`src/design/rfrb_pkg.sv`:
```
/*
 * Constants, types and address decode of the receiver feature register bank.
 * Assumes a serial control port front end that delivers whole byte accesses.
 */
// Functional notes
// - features bit 0 enables the indexed channel's over-range pin; resets set.
// - output-assign bit 0 routes converter A (0) or B (1); channel B resets to 1.
// - initial gain is 15 bits: low byte, then bits 14:8; top bit unused.
// - initial phase is 13 bits: low byte, then bits 12:8; three bits unused.
// - in-phase initial DC is 14 bits: low byte, then bits 13:8.
// - quadrature initial DC is 14 bits, low byte in its own register first.
// - a set force bit applies the stored initial value instead of the estimate.
// - a set freeze bit halts estimation and keeps applying the last value.
// - requantizer mode field: 00 low-pass, 01 high-pass, 1x band-pass.
// - next-sync-only aligns divider to first sync, then clears divider sync enable.

package rfrb_pkg;

	// ************************************************************
	// register map
	// ************************************************************
	localparam int ADDR_W = 13;
	localparam int NREG = 19;
	localparam logic [4:0] NO_REG = 5'h1F;
	localparam logic [12:0] A_SIGNATURE = 13'h0024;
	localparam logic [12:0] A_FEATURES = 13'h002A;
	localparam logic [12:0] A_ASSIGN = 13'h002E;
	localparam logic [12:0] A_SYNC = 13'h0100;
	localparam logic [12:0] A_GAIN_HI = 13'h0117;
	localparam logic [12:0] A_PHASE_HI = 13'h0119;
	localparam logic [12:0] A_DCI_HI = 13'h011B;
	localparam logic [12:0] A_DCQ_LO = 13'h011C;
	localparam logic [12:0] A_REQUANT = 13'h011E;

	// index of each shared register in the state array
	localparam logic [4:0] I_PATT1_HI = 5'h00;
	localparam logic [4:0] I_PATT2_LO = 5'h01;
	localparam logic [4:0] I_PATT2_HI = 5'h02;
	localparam logic [4:0] I_SYNC = 5'h03;
	localparam logic [4:0] I_USER_CTL_TWO = 5'h04;
	localparam logic [4:0] I_CORR_CTL0 = 5'h05;
	localparam logic [4:0] I_CORR_CTL1 = 5'h06;
	localparam logic [4:0] I_BW_GAIN = 5'h07;
	localparam logic [4:0] I_BW_PHASE = 5'h08;
	localparam logic [4:0] I_BW_DC = 5'h09;
	localparam logic [4:0] I_GAIN_LO = 5'h0A;
	localparam logic [4:0] I_GAIN_HI = 5'h0B;
	localparam logic [4:0] I_PHASE_LO = 5'h0C;
	localparam logic [4:0] I_PHASE_HI = 5'h0D;
	localparam logic [4:0] I_DCI_LO = 5'h0E;
	localparam logic [4:0] I_DCI_HI = 5'h0F;
	localparam logic [4:0] I_DCQ_LO = 5'h10;
	localparam logic [4:0] I_DCQ_HI = 5'h11;
	localparam logic [4:0] I_REQUANT = 5'h12;

	// writable bits and reset values, index 18 first
	localparam logic [NREG-1:0][7:0] REG_MASK = {8'h07, 8'h3F, 8'hFF, 8'h3F, 8'hFF,
		8'h1F, 8'hFF, 8'h7F, 8'hFF, 8'h1F, 8'h1F, 8'h1F, 8'h07, 8'h3F, 8'h8D, 8'h07,
		8'hFF, 8'hFF, 8'hFF};
	localparam logic [NREG-1:0][7:0] REG_RESET = {8'h00, 8'h00, 8'h00, 8'h00, 8'h00,
		8'h00, 8'h00, 8'h00, 8'h00, 8'h02, 8'h02, 8'h02, 8'h00, 8'h00, 8'h88, 8'h01,
		8'h00, 8'h00, 8'h00};
	localparam logic [1:0] OR_OE_RESET = 2'h3;
	localparam logic [1:0] ASSIGN_RESET = 2'h2;

	// ************************************************************
	// field positions
	// ************************************************************
	localparam int F_MSYNC = 0;
	localparam int F_DSYNC = 1;
	localparam int F_NEXT = 2;
	localparam int F_SDIO = 0;
	localparam int F_RUN = 2;
	localparam int F_DET = 3;
	localparam int F_OE_PIN = 7;
	localparam int F_FRZ = 3;
	localparam int F_REQUANT_EN = 0;

	typedef enum logic [1:0] {
		RFRB_LOWPASS,
		RFRB_HIGHPASS,
		RFRB_BANDPASS
	} rfrb_shaping_mode_t;

	typedef struct packed {
		logic [14:0] gain;
		logic [12:0] phase;
		logic [13:0] dc_i;
		logic [13:0] dc_q;
	} rfrb_corr_t;

	typedef struct packed {
		logic [NREG-1:0][7:0] regs;
		logic [1:0] or_oe;
		logic [1:0] assign_b;
		logic [1:0] or_pin;
		rfrb_corr_t applied;
		logic [7:0] rdata;
		logic div_sync;
	} rfrb_state_t;

	function automatic logic [4:0] rfrb_index(input logic [12:0] a);
		case (a)
			13'h001A: rfrb_index = I_PATT1_HI;
			13'h001B: rfrb_index = I_PATT2_LO;
			13'h001C: rfrb_index = I_PATT2_HI;
			13'h0100: rfrb_index = I_SYNC;
			13'h0101: rfrb_index = I_USER_CTL_TWO;
			13'h0110: rfrb_index = I_CORR_CTL0;
			13'h0111: rfrb_index = I_CORR_CTL1;
			13'h0112: rfrb_index = I_BW_GAIN;
			13'h0113: rfrb_index = I_BW_PHASE;
			13'h0114: rfrb_index = I_BW_DC;
			13'h0116: rfrb_index = I_GAIN_LO;
			13'h0117: rfrb_index = I_GAIN_HI;
			13'h0118: rfrb_index = I_PHASE_LO;
			13'h0119: rfrb_index = I_PHASE_HI;
			13'h011A: rfrb_index = I_DCI_LO;
			13'h011B: rfrb_index = I_DCI_HI;
			13'h011C: rfrb_index = I_DCQ_LO;
			13'h011D: rfrb_index = I_DCQ_HI;
			13'h011E: rfrb_index = I_REQUANT;
			default: rfrb_index = NO_REG;
		endcase
	endfunction

endpackage

```
`src/design/rfrb_bank.sv`:
```
/*
 * Receiver feature register bank: pattern, self-test, over-range, output
 * assignment, divider sync, slow clock oscillator, I/Q correction and
 * requantizer controls.
 * Assumes the serial port front end presents one byte access per strobe,
 * synchronous to mclk_in, and that the channel index comes from elsewhere.
 */
`timescale 1ns/1ps

module rfrb_bank (
	// clock and reset
	input wire logic mclk_in,
	input wire logic arst_n_in,
	// register access from the serial port
	input wire logic reg_wr_in,
	input wire logic reg_rd_in,
	input wire logic [rfrb_pkg::ADDR_W-1:0] reg_addr_in,
	input wire logic [7:0] reg_wdata_in,
	input wire logic [1:0] chan_index_in,
	output logic [7:0] reg_rdata_out,
	// self-test and patterns
	input wire logic [7:0] selftest_sig_in,
	output logic [7:0] user_pattern1_high_out,
	output logic [15:0] user_pattern2_out,
	// over-range and output routing
	input wire logic [1:0] over_range_raw_in,
	output logic [1:0] over_range_pin_out,
	output logic [1:0] conv_sel_b_out,
	// divider sync
	input wire logic sync_pulse_in,
	output logic div_sync_out,
	// pins and slow clock oscillator
	input wire logic output_enable_pin_n_in,
	input wire logic low_rate_in,
	output logic data_drive_en_out,
	output logic slow_clock_oscillator_run_out,
	output logic sdio_pulldown_en_out,
	// iq error correction
	input wire rfrb_pkg::rfrb_corr_t est_in,
	input wire logic est_valid_in,
	output rfrb_pkg::rfrb_corr_t corr_out,
	output logic [2:0] corr_en_out,
	output logic [2:0] est_run_out,
	output logic [4:0] gain_loop_exponent_out,
	output logic [4:0] phase_loop_exponent_out,
	output logic [4:0] dc_loop_exponent_out,
	// noise shaping requantizer
	output logic requantizer_en_out,
	output rfrb_pkg::rfrb_shaping_mode_t requantizer_mode_out
);

	// ************************************************************
	// state
	// ************************************************************
	rfrb_pkg::rfrb_state_t s_q;
	rfrb_pkg::rfrb_state_t s_d;
	logic [4:0] wr_idx;
	logic [4:0] rd_idx;
	logic [2:0] en;
	logic [2:0] frz;
	logic [2:0] frc;
	rfrb_pkg::rfrb_corr_t init;

	// disable wins, then force, then freeze, then a fresh estimate
	function automatic logic [14:0] pick(input logic e, input logic f, input logic z,
		input logic v, input logic [14:0] ini, input logic [14:0] est, input logic [14:0] hold);
		if (!e) begin
			pick = 15'h0000;
		end else if (f) begin
			pick = ini;
		end else if (z || !v) begin
			pick = hold;
		end else begin
			pick = est;
		end
	endfunction

	assign wr_idx = rfrb_pkg::rfrb_index(reg_addr_in);
	assign rd_idx = rfrb_pkg::rfrb_index(reg_addr_in);
	assign en = s_q.regs[rfrb_pkg::I_CORR_CTL0][2:0];
	assign frz = s_q.regs[rfrb_pkg::I_CORR_CTL0][rfrb_pkg::F_FRZ+:3];
	assign frc = s_q.regs[rfrb_pkg::I_CORR_CTL1][2:0];
	assign init.gain = {s_q.regs[rfrb_pkg::I_GAIN_HI][6:0], s_q.regs[rfrb_pkg::I_GAIN_LO]};
	assign init.phase = {s_q.regs[rfrb_pkg::I_PHASE_HI][4:0], s_q.regs[rfrb_pkg::I_PHASE_LO]};
	assign init.dc_i = {s_q.regs[rfrb_pkg::I_DCI_HI][5:0], s_q.regs[rfrb_pkg::I_DCI_LO]};
	assign init.dc_q = {s_q.regs[rfrb_pkg::I_DCQ_HI][5:0], s_q.regs[rfrb_pkg::I_DCQ_LO]};

	// ************************************************************
	// next state
	// ************************************************************
	always_comb begin
		logic [1:0] rd_chan;
		logic sync_fire;
		rd_chan = chan_index_in[0] ? 2'h1 : 2'h2;
		s_d = s_q;
		sync_fire = sync_pulse_in && s_q.regs[rfrb_pkg::I_SYNC][rfrb_pkg::F_MSYNC]
			&& s_q.regs[rfrb_pkg::I_SYNC][rfrb_pkg::F_DSYNC];
		s_d.div_sync = sync_fire;
		// one-shot mode drops the enable after use; a write in the same cycle wins
		if (sync_fire && s_q.regs[rfrb_pkg::I_SYNC][rfrb_pkg::F_NEXT]) begin
			s_d.regs[rfrb_pkg::I_SYNC][rfrb_pkg::F_DSYNC] = 1'b0;
		end
		if (reg_wr_in) begin
			if (wr_idx != rfrb_pkg::NO_REG) begin
				s_d.regs[wr_idx] = reg_wdata_in & rfrb_pkg::REG_MASK[wr_idx];
			end
			// local registers land on every indexed channel
			for (int c = 0; c < 2; c++) begin
				if (chan_index_in[c] && reg_addr_in == rfrb_pkg::A_FEATURES) begin
					s_d.or_oe[c] = reg_wdata_in[0];
				end
				if (chan_index_in[c] && reg_addr_in == rfrb_pkg::A_ASSIGN) begin
					s_d.assign_b[c] = reg_wdata_in[0];
				end
			end
		end
		s_d.or_pin = over_range_raw_in & s_q.or_oe;
		// reads with no channel indexed show channel B
		s_d.rdata = 8'h00;
		if (reg_rd_in) begin
			if (rd_idx != rfrb_pkg::NO_REG) begin
				s_d.rdata = s_q.regs[rd_idx];
			end else if (reg_addr_in == rfrb_pkg::A_SIGNATURE) begin
				s_d.rdata = selftest_sig_in;
			end else if (reg_addr_in == rfrb_pkg::A_FEATURES) begin
				s_d.rdata = {7'h00, |(s_q.or_oe & rd_chan)};
			end else if (reg_addr_in == rfrb_pkg::A_ASSIGN) begin
				s_d.rdata = {7'h00, |(s_q.assign_b & rd_chan)};
			end
		end
		s_d.applied.gain = pick(en[0], frc[0], frz[0], est_valid_in, init.gain,
			est_in.gain, s_q.applied.gain);
		s_d.applied.phase = 13'(pick(en[1], frc[1], frz[1], est_valid_in,
			{2'h0, init.phase}, {2'h0, est_in.phase}, {2'h0, s_q.applied.phase}));
		s_d.applied.dc_i = 14'(pick(en[2], frc[2], frz[2], est_valid_in,
			{1'h0, init.dc_i}, {1'h0, est_in.dc_i}, {1'h0, s_q.applied.dc_i}));
		s_d.applied.dc_q = 14'(pick(en[2], frc[2], frz[2], est_valid_in,
			{1'h0, init.dc_q}, {1'h0, est_in.dc_q}, {1'h0, s_q.applied.dc_q}));
	end

	always_ff @(posedge mclk_in or negedge arst_n_in) begin
		if (!arst_n_in) begin
			s_q <= '0;
			s_q.regs <= rfrb_pkg::REG_RESET;
			s_q.or_oe <= rfrb_pkg::OR_OE_RESET;
			s_q.assign_b <= rfrb_pkg::ASSIGN_RESET;
		end else begin
			s_q <= s_d;
		end
	end

	// ************************************************************
	// outputs
	// ************************************************************
	assign reg_rdata_out = s_q.rdata;
	assign user_pattern1_high_out = s_q.regs[rfrb_pkg::I_PATT1_HI];
	assign user_pattern2_out = {s_q.regs[rfrb_pkg::I_PATT2_HI], s_q.regs[rfrb_pkg::I_PATT2_LO]};
	assign over_range_pin_out = s_q.or_pin;
	assign conv_sel_b_out = s_q.assign_b;
	assign div_sync_out = s_q.div_sync;
	// with the pin disabled the drivers stay on regardless of its level
	assign data_drive_en_out = !(s_q.regs[rfrb_pkg::I_USER_CTL_TWO][rfrb_pkg::F_OE_PIN] && output_enable_pin_n_in);
	assign slow_clock_oscillator_run_out = s_q.regs[rfrb_pkg::I_USER_CTL_TWO][rfrb_pkg::F_RUN]
		|| (s_q.regs[rfrb_pkg::I_USER_CTL_TWO][rfrb_pkg::F_DET] && low_rate_in);
	assign sdio_pulldown_en_out = !s_q.regs[rfrb_pkg::I_USER_CTL_TWO][rfrb_pkg::F_SDIO];
	assign corr_out = s_q.applied;
	assign corr_en_out = en;
	assign est_run_out = en & ~frz & ~frc;
	assign gain_loop_exponent_out = s_q.regs[rfrb_pkg::I_BW_GAIN][4:0];
	assign phase_loop_exponent_out = s_q.regs[rfrb_pkg::I_BW_PHASE][4:0];
	assign dc_loop_exponent_out = s_q.regs[rfrb_pkg::I_BW_DC][4:0];
	assign requantizer_en_out = s_q.regs[rfrb_pkg::I_REQUANT][rfrb_pkg::F_REQUANT_EN];
	always_comb begin
		case (s_q.regs[rfrb_pkg::I_REQUANT][2:1])
			2'b00: requantizer_mode_out = rfrb_pkg::RFRB_LOWPASS;
			2'b01: requantizer_mode_out = rfrb_pkg::RFRB_HIGHPASS;
			default: requantizer_mode_out = rfrb_pkg::RFRB_BANDPASS;
		endcase
	end
endmodule // rfrb_bank

```
`config.mk`:
```
export PLATFORM = sky130hd
export DESIGN_NAME = rfrb_bank
export DESIGN_NICKNAME = d
export VERILOG_FILES = /design/src/design/rfrb_pkg.sv /design/src/design/rfrb_bank.sv
export SDC_FILE = /design/constraint.sdc
export NUM_CORES = 1
export LEC_CHECK = 0
export BUFFER_PORTS_ARGS = -buffer_cell sky130_fd_sc_hd__buf_2
export CORE_MARGIN = 5
export CORE_UTILIZATION = 50
export DETAILED_ROUTE_END_ITERATION = 10
export PLACE_DENSITY = 0.8
export SLEW_MARGIN = 15
export SYNTH_ARGS = -nofsm -noshare
export SYNTH_HDL_FRONTEND = slang
export SYNTH_SLANG_ARGS = --single-unit
```
`constraint.sdc`:
```
create_clock -name mclk_in -period 2.4 [get_ports mclk_in]
set_input_delay 0.24 -clock mclk_in [delete_from_list [all_inputs] [get_ports mclk_in]]
set_output_delay 0.24 -clock mclk_in [all_outputs]
set_load 0.05 [all_outputs]
```
==> impl_results.md <==
* Status: complete, no violations
* Number of nets with antenna violations after routing at 0
* Overflow after GRT at 0
* Critical path class: input pin to flop
* Clock Root Buffer: sky130_fd_sc_hd__clkbuf_16
* Clock slew seen by the registers of the worst setup and hold paths at 0.06 ns
* Max_slew headroom at 42.1%
* Setup repair after global routing missed its margin: true
* Worst-case hold path end point: div_sync_out
* Pwr/cell area at 554 nW/um^2
* Vias in the first global route at 10,200
* Count of inserted antenna diode cells at 0
* Detailed placer's ending HPWL at 29,700 um
* Final weighted congestion of routability-driven global placement at 0.997
* Synthesis-stage register bit count at 223
* Internal reg-to-reg setup slack at 0.60 ns
* Post-route cell area at 14,800 um^2
* Total clock buffers created by CTS at 25
* Total standard cell area after synthesis at 11,900 um^2
* Overall power after layout at 8.20 mW
* R2R Path Start: frc[2]
* Leakage power figure at 7.27 nW
* Number of sinks handled by clock tree synthesis at 223
* Critical-path maximum fanout at 12
* Core region area at 23,500 um^2
* Synthesis Warnings at 0
* Per-instance average area after synthesis at 10.2 um^2
* Summed negative setup slack over all endpoints at 0 ns
* Number of cells produced by synthesis at 1,167
* Critical path capture point type: flop
* Final worst path period share at 97.3%
* Post-synth EDFFs at 0
* Maximum number of pins on one net before global-route repair at 81
* Count of standard-cell rows at 56
* Maximum vdd drop at 0.410 mV
* Vias/cell at 5.78
* Post-CTS Repair Setup Buffers at 0
* Arrival time at the worst endpoint at 2.81 ns
* Post-layout min period at 2.34 ns
* Routed WL per cell at 22.3 um
* Total number of H-tree levels at 1
* Synthesized Nets at 1,264
* Die H at 165 um
* Transition time of the tightest slew-check pin at 0.869 ns
* Reg2reg end: corr_out[2]
* Yosys cell types at 80
* Most used flip-flop cell after synthesis: sky130_fd_sc_hd__dfrtp_1
* # port buffers at 216
* Detailed-route DRC error count at 0
* Worst EP required at 2.87 ns
* Starting DRT DRC Count at 1,220
* Synthesis-to-layout area growth at 23.9%
* Number of cell instances on the worst register-to-register path at 5
* Total number of vias at 10,100
* Max-slew violation count at 0
* Number of filler cells placed in the layout at 1,869
* Total instance count after detailed placement at 1,696
* Number of buffers on the longest clock path at 3
* Wirelength, routed at 39,100 um
* Peak clock frequency supported by timing at 428 MHz
* Post-layout nets at 1,511
* Number of cells traversed by the worst hold path at 2
* Asr flop ratio synth at 100%
* Iteration count of the initial detailed-routing pass at 6
* Antenna violations before repair at 0
* Total placed instance area at 13,800 um^2
* Setup Skew at 0.0117 ns
* Starting density of the core at 50.9%
* Max Cap Violations at 0
* Number of primary I/O pins at 217
* Later-pin clock latency in the skew report at 0.54 ns
* Area enclosed by the die boundary at 27,100 um^2
* Final hold violations at 0
* Sequential cell area fraction in the yosys report at 46.8%
* Number of failing setup endpoints in the final timing report at 0
* All-layer global routing usage at 28.6%
* Share of cells above drive strength 1 at 38.6%
* Type of the most critical hold path: input pin to flop
* CTS tree: done
* Wire length of the first global-routing pass at 59,900 um
* Number of standard cells in the layout, taps in and fillers out at 1,752
* Hold wc startpoint: sync_pulse_in
* Floorplan die width at 165 um
* Startpoint type of the worst setup path: input pin
[layout by cell type (no fill, tap or decap), types with 6 or more instances in the layout]
cell | synthesis | routed
sky130_fd_sc_hd__mux2i_1 | 74 | 74
sky130_fd_sc_hd__dfrtp_1 | 214 | 214
sky130_fd_sc_hd__a22o_1 | 61 | 61
sky130_fd_sc_hd__mux2_2 | 65 | 65
sky130_fd_sc_hd__nor3_1 | 12 | 11
sky130_fd_sc_hd__nor2b_1 | 34 | 34
sky130_fd_sc_hd__o31ai_1 | 6 | 6
sky130_fd_sc_hd__o2111ai_1 | 6 | 6
sky130_fd_sc_hd__o21ai_1 | 9 | 9
sky130_fd_sc_hd__nand3_1 | 16 | 16
sky130_fd_sc_hd__inv_1 | 7 | 7
sky130_fd_sc_hd__or3_1 | 7 | 6
sky130_fd_sc_hd__a211oi_1 | 9 | 8
sky130_fd_sc_hd__o211ai_1 | 12 | 12
sky130_fd_sc_hd__a21oi_1 | 15 | 15
sky130_fd_sc_hd__o21ai_0 | 46 | 46
sky130_fd_sc_hd__clkbuf_1 | 50 | 7
sky130_fd_sc_hd__clkbuf_16 | 0 | 25
sky130_fd_sc_hd__o22ai_1 | 21 | 21
sky130_fd_sc_hd__dlygate4sd3_1 | 0 | 10
sky130_fd_sc_hd__dfstp_2 | 9 | 9
sky130_fd_sc_hd__a2bb2oi_1 | 7 | 7
sky130_fd_sc_hd__nand2_1 | 121 | 121
sky130_fd_sc_hd__buf_2 | 15 | 215
sky130_fd_sc_hd__nor2_1 | 90 | 89
sky130_fd_sc_hd__and2_1 | 18 | 18
sky130_fd_sc_hd__buf_12 | 0 | 10
sky130_fd_sc_hd__buf_4 | 119 | 172
[metal layers]
metal  vias up  GRT usage (%)  part of all wire (%)
met4         0           8.54                   3.1
met3        87           4.94                   8.6
met5         -              0                     0
met1      4986           39.9                    42
met2       492           46.1                    46
li1       4564              -                     -
[sequential cells by signal (all words and copies together) (netlist names)]
register	cells
conv_sel_b_out	2
corr_en_out	3
corr_out	56
dc_loop_exponent_out	5
div_sync_out	1
frc	3
frz	3
gain_loop_exponent_out	5
init	56
over_range_pin_out	2
phase_loop_exponent_out	5
reg_rdata_out	8
requantizer_en_out	1
s_q	49
user_pattern1_high_out	8
user_pattern2_out	16
[per-stage QoR]
step	hold WS, ns	util (%)	worst slack, ns
after floorplan	-0.0556	-	-0.0877
after global placement	0.293	58.8	-0.427
after detailed placement	0.294	58.8	-0.473
after CTS	0.00574	62.9	0.101
after global routing	0.0205	63.1	-0.0116
final	0.0231	63.1	0.0641
[power by group]
part           internal, mW  switching, mW  leakage, nW
registers              3.76      0.0000970         3.06
logic                 0.184          0.262         3.81
clock network          2.39           1.60        0.410
total                  6.33           1.87         7.27
[worst max-delay path, cell delays in order]
cell	delay [ns]
sky130_fd_sc_hd__buf_2	0.17
sky130_fd_sc_hd__or2_1	0.31
sky130_fd_sc_hd__a2111oi_4	0.40
sky130_fd_sc_hd__or2_4	0.22
sky130_fd_sc_hd__o21ai_1	0.08
sky130_fd_sc_hd__or2_1	0.31
sky130_fd_sc_hd__buf_4	0.19
sky130_fd_sc_hd__a221o_1	0.33
sky130_fd_sc_hd__a211oi_1	0.37
sky130_fd_sc_hd__a22o_1	0.19
[cells in the mapped netlist (15+ instances only)]
| cell type | instances | area, um^2 |
|---|---|---|
| sky130_fd_sc_hd__buf_2 | 15 | 75.1 |
| sky130_fd_sc_hd__and2_1 | 18 | 113 |
| sky130_fd_sc_hd__o22ai_1 | 21 | 131 |
| sky130_fd_sc_hd__mux2_2 | 65 | 732 |
| sky130_fd_sc_hd__a21oi_1 | 15 | 75.1 |
| sky130_fd_sc_hd__nor2_1 | 90 | 338 |
| sky130_fd_sc_hd__clkbuf_1 | 50 | 188 |
| sky130_fd_sc_hd__mux2i_1 | 74 | 741 |
| sky130_fd_sc_hd__a22o_1 | 61 | 534 |
| sky130_fd_sc_hd__buf_4 | 119 | 893 |
| sky130_fd_sc_hd__o21ai_0 | 46 | 230 |
| sky130_fd_sc_hd__dfrtp_1 | 214 | 5360 |
| sky130_fd_sc_hd__nor2b_1 | 34 | 213 |
| sky130_fd_sc_hd__nand2_1 | 121 | 454 |
| sky130_fd_sc_hd__nand3_1 | 16 | 80.1 |
[cell families after synthesis]
| group | share of synthesized area [%] |
|---|---|
| buf+inv | 10.1 |
| flops | 46.8 |
| mux | 12.5 |
| simple gates | 15.2 |
| xor+xnor | 0.147 |
| compound gates | 15.2 |
[area by class of cell]
class / count / area [um^2] / area share (%)
inverter: 7 / 26.3 / 0.178
tap: 319 / 399 / 2.70
timing repair buffer: 408 / 2680 / 18.1
sequential: 223 / 5590 / 37.8
clock inverter: 10 / 151 / 1.02
multi-input combinational: 749 / 5240 / 35.4
clock buffer: 36 / 707 / 4.78
[how the worst max path moves through the flow]
stage	start	to	slack [ns]	depth (start not counted)
6_report	reg_addr_in[3]	reg_rdata_out[5]	0.06	10
5_1_grt	reg_addr_in[8]	reg_rdata_out[0]	-0.01	11
4_1_cts	reg_addr_in[3]	user_pattern1_high_out[5]	0.10	10
3_5_place_dp	reg_addr_in[3]	user_pattern1_high_out[5]	-0.47	10
3_3_place_gp	reg_addr_in[3]	init[5]	-0.43	10
2_1_floorplan	reg_addr_in[9]	user_pattern2_out[14]	-0.09	9
[timing repair]
| item | 4_1_cts | 5_1_grt |
|---|---|---|
| hold buffers | 10 | 0 |
| gates resized for setup | 1 | 6 |
| setup endpoints to repair | 3 | 11 |
| gates cloned | 0 | 0 |
| endpoints found under the hold margin | 77 | 0 |
Power figures use the tool's default switching activity.
